`src/verilog/mecr_pkg.sv`:
```
/*
 mecr_pkg: register offsets, reset values, field positions, timing counts
 and the decoded-configuration struct of the motion-event configuration bank.
 assumes: 8-bit register port, 25 MHz clock.
*/
package mecr_pkg;
    localparam int unsigned CLK_HZ = 25000000;

    // register offsets
    localparam logic [7:0] OFS_FALL_HYST  = 8'h24;
    localparam logic [7:0] OFS_MOT_DUR    = 8'h27;
    localparam logic [7:0] OFS_MOT_LVL    = 8'h28;
    localparam logic [7:0] OFS_KNOCK_TIM  = 8'h2A;
    localparam logic [7:0] OFS_KNOCK_LVL  = 8'h2B;
    localparam logic [7:0] OFS_ATT_HYST   = 8'h2C;
    localparam logic [7:0] OFS_FLAT_GATE  = 8'h2D;
    localparam logic [7:0] OFS_PED_CLR    = 8'h2E;
    localparam logic [7:0] OFS_PED_EN     = 8'h33;
    localparam logic [7:0] OFS_BIG_STEPS  = 8'h34;

    // reset values
    localparam logic [7:0] RST_FALL_HYST  = 8'h01;
    localparam logic [7:0] RST_MOT_DUR    = 8'h00;
    localparam logic [7:0] RST_MOT_LVL    = 8'h14;
    localparam logic [7:0] RST_KNOCK_TIM  = 8'h04;
    localparam logic [7:0] RST_KNOCK_LVL  = 8'h0A;
    localparam logic [7:0] RST_ATT_HYST   = 8'h18;
    localparam logic [7:0] RST_FLAT_GATE  = 8'h88;
    localparam logic [7:0] RST_PED_CLR    = 8'h00;
    localparam logic [7:0] RST_PED_EN     = 8'h22;
    localparam logic [7:0] RST_BIG_STEPS  = 8'h00;

    // field positions
    localparam int unsigned FALL_MODE_BIT   = 2;
    localparam int unsigned KNOCK_QUIET_BIT = 7;
    localparam int unsigned KNOCK_SHOCK_BIT = 6;
    localparam int unsigned PED_CLR_BIT     = 7;
    localparam int unsigned PED_EN_BIT      = 7;

    // scale steps in micro-g
    localparam int unsigned FALL_HYST_UG   = 125000;
    localparam int unsigned ATT_HYST_UG    = 62500;
    localparam int unsigned INCLINE_UG     = 32000;
    localparam int unsigned ZBLOCK_UG      = 62500;
    // motion level K in micro-g per range code 00..11
    localparam int unsigned MOT_K_UG [4]   = '{3910, 7810, 15625, 31250};
    localparam int unsigned KNOCK_K_UG [4] = '{62500, 125000, 250000, 500000};

    // knock times in ms and their cycle counts (exact multiples of ms)
    localparam int unsigned QUIET0_MS = 30;
    localparam int unsigned QUIET1_MS = 20;
    localparam int unsigned SHOCK0_MS = 50;
    localparam int unsigned SHOCK1_MS = 70;
    localparam int unsigned CYC_PER_MS = CLK_HZ / 1000;
    localparam int unsigned WIN_MS [8] = '{50, 100, 150, 200, 250, 375, 500, 700};
    // incline stable time in sample intervals per code
    localparam int unsigned INCL_T [4] = '{32, 96, 160, 224};

    typedef enum logic [1:0] {FALL_SINGLE, FALL_SUM} mecr_fall_type;
    typedef enum logic [1:0] {ATT_SYM, ATT_HIGH_ASYM, ATT_LOW_ASYM} mecr_att_type;
    typedef enum logic [1:0] {GATE_NONE, GATE_Z, GATE_Z_SLOPE} mecr_gate_type;
    typedef enum logic [1:0] {SRC_OVERSAMPLED, SRC_UNFILTERED, SRC_FILTERED} mecr_src_type;

    typedef struct packed {
        mecr_fall_type fallMode;
        logic [31:0]   fallHystUg;
        logic [4:0]    inactivePeriods;
        logic [4:0]    activePeriods;
        logic [31:0]   motionLevelUg;
        logic [31:0]   quietCycles;
        logic [31:0]   shockCycles;
        logic [31:0]   windowCycles;
        logic [7:0]    inclineStablePeriods;
        logic [31:0]   knockLevelUg;
        logic [31:0]   attHystUg;
        mecr_gate_type attGate;
        mecr_att_type  attMode;
        logic [31:0]   inclineLevelUg;
        logic [31:0]   zBlockUg;
        logic          stepEnable;
        logic [7:0]    bigMotionStepCount;
        mecr_src_type  sampleSource;
    } mecr_cfg_type;
endpackage : mecr_pkg

```
`src/verilog/mecr_motion_event_config_regs.sv`:
```
/*
 mecr_motion_event_config_regs: register bank holding the motion-event
 detector settings, decoded into physical units and cycle counts, plus the
 step counter clear/enable control.
 assumes: the serial port front end delivers one-cycle write/read strobes
 with an 8-bit address on this clock; range and source select come from
 other registers of the device.
*/
// Function
// - free-fall per axis when mode bit 2 is 0, summed when 1
// - free-fall hysteresis is two-bit field times 125 mg
// - inactivity must last upper nibble plus one sample intervals
// - activity must last lower nibble plus one sample intervals
// - activity threshold is 8-bit value times range-dependent K mg
// - tap quiet time 30 ms when bit 7 clear, 20 ms set
// - tap shock time 50 ms when bit 6 clear, 70 ms set
// - second-shock window from 3-bit code, 50 to 700 ms
// - tilt stable time from bits 6:5 of the tap threshold register: 32, 96, 160, 224 intervals
// - tap threshold is 5-bit field times range-dependent K mg
// - orientation hysteresis is bits 6:4 times 62.5 mg
// - orientation blocking: none, z, or z-or-slope above 0.2 g
// - orientation mode: symmetrical, high- or low-asymmetrical from bits 1:0
// - tilt threshold upper nibble times 32 mg, 0 to 480 mg
// - z blocking level lower nibble times 62.5 mg, up to 0.9375 g
// - writing 1 to clear bit 7 returns step counter to zero
// - step detection runs only while enable bit 7 is 1
// - sample interval source: oversampled, unfiltered, or filtered data
`timescale 1ns/10ps
module mecr_motion_event_config_regs
    import mecr_pkg::*;
(
    input  wire logic         clock,
    input  wire logic         reset,
    input  wire logic         regWrite,
    input  wire logic         regRead,
    input  wire logic [7:0]   regAddr,
    input  wire logic [7:0]   regWrData,
    input  wire logic [1:0]   fullScaleRange,
    input  wire logic [1:0]   interruptSource,
    input  wire logic         stepDetected,
    output logic [7:0]        regRdData,
    output logic              regHit,
    output logic [15:0]       stepCount,
    output mecr_cfg_type      cfg
);
    logic [7:0]  fallHyst_r;
    logic [7:0]  motDur_r;
    logic [7:0]  motLvl_r;
    logic [7:0]  knockTim_r;
    logic [7:0]  knockLvl_r;
    logic [7:0]  attHyst_r;
    logic [7:0]  flatGate_r;
    logic [7:0]  pedEn_r;
    logic [7:0]  bigSteps_r;
    logic [15:0] stepCount_r;
    logic [15:0] stepCount_nxt;
    logic [7:0]  rdData_r;
    logic [7:0]  rdData_nxt;

    function automatic logic [31:0] msToCycles(input int unsigned ms);
        msToCycles = 32'(ms * CYC_PER_MS);
    endfunction : msToCycles

    // address decode
    wire selFall   = regAddr == OFS_FALL_HYST;
    wire selDur    = regAddr == OFS_MOT_DUR;
    wire selLvl    = regAddr == OFS_MOT_LVL;
    wire selKTim   = regAddr == OFS_KNOCK_TIM;
    wire selKLvl   = regAddr == OFS_KNOCK_LVL;
    wire selAtt    = regAddr == OFS_ATT_HYST;
    wire selGate   = regAddr == OFS_FLAT_GATE;
    wire selClr    = regAddr == OFS_PED_CLR;
    wire selPedEn  = regAddr == OFS_PED_EN;
    wire selBig    = regAddr == OFS_BIG_STEPS;
    wire anySel    = selFall | selDur | selLvl | selKTim | selKLvl | selAtt
                   | selGate | selClr | selPedEn | selBig;

    wire stepClear = regWrite & selClr & regWrData[PED_CLR_BIT];
    wire stepCountEn = pedEn_r[PED_EN_BIT] & stepDetected;

    // clear wins over a coincident step: the host asked for zero
    assign stepCount_nxt = stepClear   ? 16'h0000 :
                           stepCountEn ? 16'(stepCount_r + 16'h0001) :
                                         stepCount_r;

    // clear register reads back zero since its bit is not stored
    assign rdData_nxt = selFall  ? fallHyst_r :
                        selDur   ? motDur_r   :
                        selLvl   ? motLvl_r   :
                        selKTim  ? knockTim_r :
                        selKLvl  ? knockLvl_r :
                        selAtt   ? attHyst_r  :
                        selGate  ? flatGate_r :
                        selPedEn ? pedEn_r    :
                        selBig   ? bigSteps_r : 8'h00;

    always_ff @(posedge clock) begin
        if (reset) begin
            fallHyst_r <= RST_FALL_HYST;
            motDur_r   <= RST_MOT_DUR;
            motLvl_r   <= RST_MOT_LVL;
            knockTim_r <= RST_KNOCK_TIM;
            knockLvl_r <= RST_KNOCK_LVL;
            attHyst_r  <= RST_ATT_HYST;
            flatGate_r <= RST_FLAT_GATE;
            pedEn_r    <= RST_PED_EN;
            bigSteps_r <= RST_BIG_STEPS;
        end else if (regWrite) begin
            if (selFall)  fallHyst_r <= regWrData;
            if (selDur)   motDur_r   <= regWrData;
            if (selLvl)   motLvl_r   <= regWrData;
            if (selKTim)  knockTim_r <= regWrData;
            if (selKLvl)  knockLvl_r <= regWrData;
            if (selAtt)   attHyst_r  <= regWrData;
            if (selGate)  flatGate_r <= regWrData;
            if (selPedEn) pedEn_r    <= regWrData;
            if (selBig)   bigSteps_r <= regWrData;
        end
    end

    always_ff @(posedge clock) begin
        if (reset) begin
            stepCount_r <= 16'h0000;
            rdData_r    <= 8'h00;
        end else begin
            stepCount_r <= stepCount_nxt;
            if (regRead) rdData_r <= rdData_nxt;
        end
    end

    assign regRdData = rdData_r;
    assign regHit    = anySel;
    assign stepCount = stepCount_r;

    // field decode into physical units
    wire [1:0] incCode = knockLvl_r[6:5];
    wire [1:0] gateRaw = attHyst_r[3:2];
    wire [1:0] modeRaw = attHyst_r[1:0];

    always_comb begin
        cfg.fallMode = knockFallMode(fallHyst_r[FALL_MODE_BIT]);
        cfg.fallHystUg = 32'(fallHyst_r[1:0]) * FALL_HYST_UG;
        cfg.inactivePeriods = {1'b0, motDur_r[7:4]} + 5'h01;
        cfg.activePeriods = {1'b0, motDur_r[3:0]} + 5'h01;
        cfg.motionLevelUg = 32'(motLvl_r) * MOT_K_UG[fullScaleRange];
        cfg.quietCycles = msToCycles(knockTim_r[KNOCK_QUIET_BIT] ? QUIET1_MS : QUIET0_MS);
        cfg.shockCycles = msToCycles(knockTim_r[KNOCK_SHOCK_BIT] ? SHOCK1_MS : SHOCK0_MS);
        cfg.windowCycles = msToCycles(WIN_MS[knockTim_r[2:0]]);
        // garbled code: bit 7 ignored, bits 6:5 pick ascending step
        cfg.inclineStablePeriods = 8'(INCL_T[incCode]);
        cfg.knockLevelUg = 32'(knockLvl_r[4:0]) * KNOCK_K_UG[fullScaleRange];
        cfg.attHystUg = 32'(attHyst_r[6:4]) * ATT_HYST_UG;
        // blocking decode, 11 folds to none
        case (gateRaw)
            2'h1:    cfg.attGate = GATE_Z;
            2'h2:    cfg.attGate = GATE_Z_SLOPE;
            default: cfg.attGate = GATE_NONE;
        endcase
        // mode decode, 11 folds to symmetrical
        case (modeRaw)
            2'h1:    cfg.attMode = ATT_HIGH_ASYM;
            2'h2:    cfg.attMode = ATT_LOW_ASYM;
            default: cfg.attMode = ATT_SYM;
        endcase
        cfg.inclineLevelUg = 32'(flatGate_r[7:4]) * INCLINE_UG;
        cfg.zBlockUg = 32'(flatGate_r[3:0]) * ZBLOCK_UG;
        cfg.stepEnable = pedEn_r[PED_EN_BIT];
        cfg.bigMotionStepCount = bigSteps_r;
        case (interruptSource)
            2'h0:    cfg.sampleSource = SRC_OVERSAMPLED;
            2'h1:    cfg.sampleSource = SRC_UNFILTERED;
            default: cfg.sampleSource = SRC_FILTERED;
        endcase
    end

    function automatic mecr_fall_type knockFallMode(input logic b);
        knockFallMode = b ? FALL_SUM : FALL_SINGLE;
    endfunction : knockFallMode
endmodule : mecr_motion_event_config_regs

```
`config.mk`:
```
export PLATFORM = sky130hd
export DESIGN_NAME = mecr_motion_event_config_regs
export DESIGN_NICKNAME = d
export VERILOG_FILES = /design/src/verilog/mecr_pkg.sv /design/src/verilog/mecr_motion_event_config_regs.sv
export SDC_FILE = /design/constraint.sdc
export NUM_CORES = 1
export LEC_CHECK = 0
export ABC_CLOCK_PERIOD_IN_PS = 8710
export BUFFER_PORTS_ARGS = -buffer_cell sky130_fd_sc_hd__buf_4
export CAP_MARGIN = 25
export CORE_MARGIN = 4
export CORE_UTILIZATION = 50
export CTS_CLUSTER_SIZE = 24
export DETAILED_ROUTE_END_ITERATION = 8
export GPL_TIMING_DRIVEN = 0
export PLACE_DENSITY = 0.84
export SYNTH_ARGS = -nofsm -noshare
export SYNTH_HDL_FRONTEND = slang
export SYNTH_SLANG_ARGS = --single-unit
```
`constraint.sdc`:
```
create_clock -name clock -period 8.71 [get_ports clock]
set_input_delay 1.742 -clock clock [delete_from_list [all_inputs] [get_ports clock]]
set_output_delay 1.742 -clock clock [all_outputs]
set_load 0.05 [all_outputs]
```
==> impl_metrics.csv <==
group,metric,value,unit
cells_and_area,drive_gt1_share,22.4,%
die,initial_core_util,50.6,%
flow_run,cap_violations,0,
placement,dp_hpwl,33900,um
sta,final-setup-viol-count,0,
die,die_area,0.0338,mm^2
placement,port-buffer-count,211,
yosys,synth_flop_cell,"dfxtp_1",
clocking,numCtsBuffers,9,
yosys,yosys.area.top_type_share,18.3,%
placement,globalplace.congestion,0.995,
cells_and_area,area_growth,20.7,%
cells_and_area,largest_reg_flops,16,
clocking,postCtsHoldBufs,0,
yosys,ys_seq_area_share,12.4,%
yosys,synth_area_leaders,"fa_1, ha_1, dfxtp_1",
route,via_count,13300,
critical_path,arrival,6.75,ns
power_and_ir_drop,leakage,10.1,nW
global_routing,grt_max_degree,16,
critical_path,reg2reg_slack,6.69,ns
power_and_ir_drop,p_per_area,85.6,mW/mm^2
die,die_w,184,um
yosys,synth_cell_type_count,72,
hold_path,hold_end,"pedEn_r[6]",
sta,worst_pin_slew,0.744,ns
yosys,avgSynthCellArea,8.29,um^2
sta,finalSetupTns,0,ns
yosys,synth_most_common_cell,"inv_1",
hold_path,hp-class,"reg2reg",
critical_path,reg2reg_to,"stepCount[15]",
clocking,cts-root-buf,"clkbuf_16",
clocking,cts.sinks,96,
cells_and_area,fillerInstances,2652,
sta,relSlewSlack,49.9,%
critical_path,crit_required,6.97,ns
yosys,synth_top_cell_by_area,"fa_1",
sta,rsz0062_at_grt,"no",
critical_path,reg2reg_depth,7,
hold_path,holdPathStages,2,
yosys,synthTopCellsByCount,"inv_1, ha_1, buf_4, nor2_1, fa_1",
clocking,clk_pin_slew,0.06,ns
global_routing,grt_pass1_wl,65400,um
power_and_ir_drop,design_power_total,1.60,mW
critical_path,crit_path_end_kind,"primary output",
sta,skew,0.00824,ns
run_status,status,"complete, no violations",
clocking,cts_tree,"yes",
die,core-area,0.0305,mm^2
route,routed_wl,40300,um
sta,max_freq,118,MHz
sta,period_needed,8.50,ns
global_routing,grt_usage,23.3,%
power_and_ir_drop,ir_drop,0.0000882,V
clocking,htree_levels,3,
sta,hold_viol_final,0,
cells_and_area,num_antenna_cells,0,
critical_path,path_max_fanout,7,
yosys,synth_area,0.0154,mm^2
critical_path,rr_startpoint,"pedEn_r[7]",
route,drt-initial-drc-count,795,
critical_path,criticalPathCategory,"in2out",
die,rows,64,
yosys,synth_warnings,0,
route,wl_per_cell,15.3,um
route,drcViolationCount,0,
yosys,synth_edf_count,0,
sta,maxSlewViolCount,0,
global_routing,grt_pass1_vias,13100,
yosys,ys_ff_latch,96,
route,ant_nets,0,
cells_and_area,postLayoutCoreUtil,61.1,%
clocking,clockBufferDepth,2,
die,boundaryPins,373,
clocking,clk_latency,0.35,ns
global_routing,grt_overflow,0,
cells_and_area,nets,2630,
critical_path,cp-start-kind,"input port",
die,die_h,184,um
sta,finalCritPeriodShare,97.5,%
yosys,async_reset_ff_share,0,%
yosys,synth_cells,1863,
route,first_pass_iters,5,
route,vias_per_cell,5.01,
hold_path,min_from,"pedEn_r[6]",
global_routing,antenna_found_initial,1,
-- cells by family after synthesis --
| kind of cell | share of synthesized area (%) |
|---|---|
| AO/OA/AOI/OAI | 12.4 |
| XOR/XNOR | 4.48 |
| adder cells (fa/ha/maj) | 36.2 |
| buffers and inverters | 17.9 |
| flip-flops | 12.4 |
| multiplexers | 2.42 |
| other | 0.0486 |
| AND/OR/NAND/NOR | 14.0 |
-- per-layer routing --
layer | part of all wire, % | GRT usage [%]
met5 | 0.032 | 0
met4 | 2.4 | 6.18
met3 | 7.3 | 3.54
met2 | 50 | 41.2
met1 | 40 | 29.7
-- cell type report --
type / instances / area [um^2] / share of cell area, %
Clock buffer: 12 / 267 / 1.43
Sequential cell: 96 / 1920 / 10.3
Inverter: 288 / 1090 / 5.85
Multi-Input combinational cell: 1385 / 11500 / 61.5
Timing Repair Buffer: 218 / 1640 / 8.80
Tap cell: 396 / 495 / 2.66
Buffer: 245 / 1720 / 9.23
Clock inverter: 4 / 51.3 / 0.275
-- worst max path at each step --
stage | endpoint | from | slack [ns] | cells after the start
floorplan | cfg[263] | fullScaleRange[1] | 0.02 | 17
global placement | cfg[270] | fullScaleRange[1] | -0.67 | 22
detailed placement | cfg[270] | fullScaleRange[1] | -0.73 | 23
CTS | cfg[269] | fullScaleRange[0] | 0.04 | 22
global route | cfg[135] | fullScaleRange[1] | 0.004 | 22
finish | cfg[270] | fullScaleRange[0] | 0.21 | 21
-- worst max-delay path: stages --
cell and delay [ns]:
buf_4 0.12, clkinvlp_4 0.17, ha_4 0.24, nand2_2 0.10, inv_1 0.08, or2_2 0.32
fa_1 0.58, fa_1 0.45, fa_1 0.55, inv_1 0.06, fa_1 0.52, inv_1 0.07
ha_4 0.30, and4_4 0.24, and4_2 0.28, a21bo_2 0.17, nand2_1 0.09, o221ai_2 0.20
mux2i_1 0.20, nand3_1 0.09, buf_4 0.20
-- where the power goes --
| part | internal, mW | switching, mW | total, mW | leakage, nW |
|---|---|---|---|---|
| logic | 0.225 | 0.508 | 0.733 | 9.17 |
| registers | 0.441 | 0.00169 | 0.443 | 0.775 |
| clock network | 0.246 | 0.175 | 0.421 | 0.155 |
-- stage by stage --
stage / hold slack [ns] / setup slack [ns] / instance area, um^2 / std cells
4_1_cts: 0.454 / 0.0390 / 18500 / 2639
5_1_grt: 0.479 / 0.00442 / 18600 / 2644
2_1_floorplan: 0.431 / 0.0218 / 16000 / 2015
3_3_place_gp: 0.437 / -0.666 / 18100 / 2622
6_report: 0.458 / 0.214 / 18600 / 2644
3_5_place_dp: 0.445 / -0.727 / 18100 / 2622
-- cells in the final DEF, fill, tap and decap left out, types with 9 or more instances in the layout --
cell type,count
buf_4,410
inv_1,283
ha_1,213
conb_1,154
nor2_1,141
fa_1,141
nand2_1,125
a21oi_1,100
dfxtp_1,96
o21ai_0,58
xnor2_1,41
and2_1,40
xor2_1,36
mux2i_1,34
nor2b_1,28
clkbuf_1,27
nand2b_1,26
a21o_1,23
nand3_1,20
a22oi_1,18
buf_2,13
a211oi_1,13
o21a_1,13
and3_1,13
nor3_1,13
a211o_1,12
o22ai_1,9
clkbuf_16,9
-- what timing repair did --
item,4_1_cts,5_1_grt
endpoints found under the setup margin,22,22
cloned,0,0
setup buffers,1,6
pin swaps,2,9
hold endpoints to repair,0,0
gates resized for setup,22,38
Note: power is estimated with default switching activity, not from simulation.
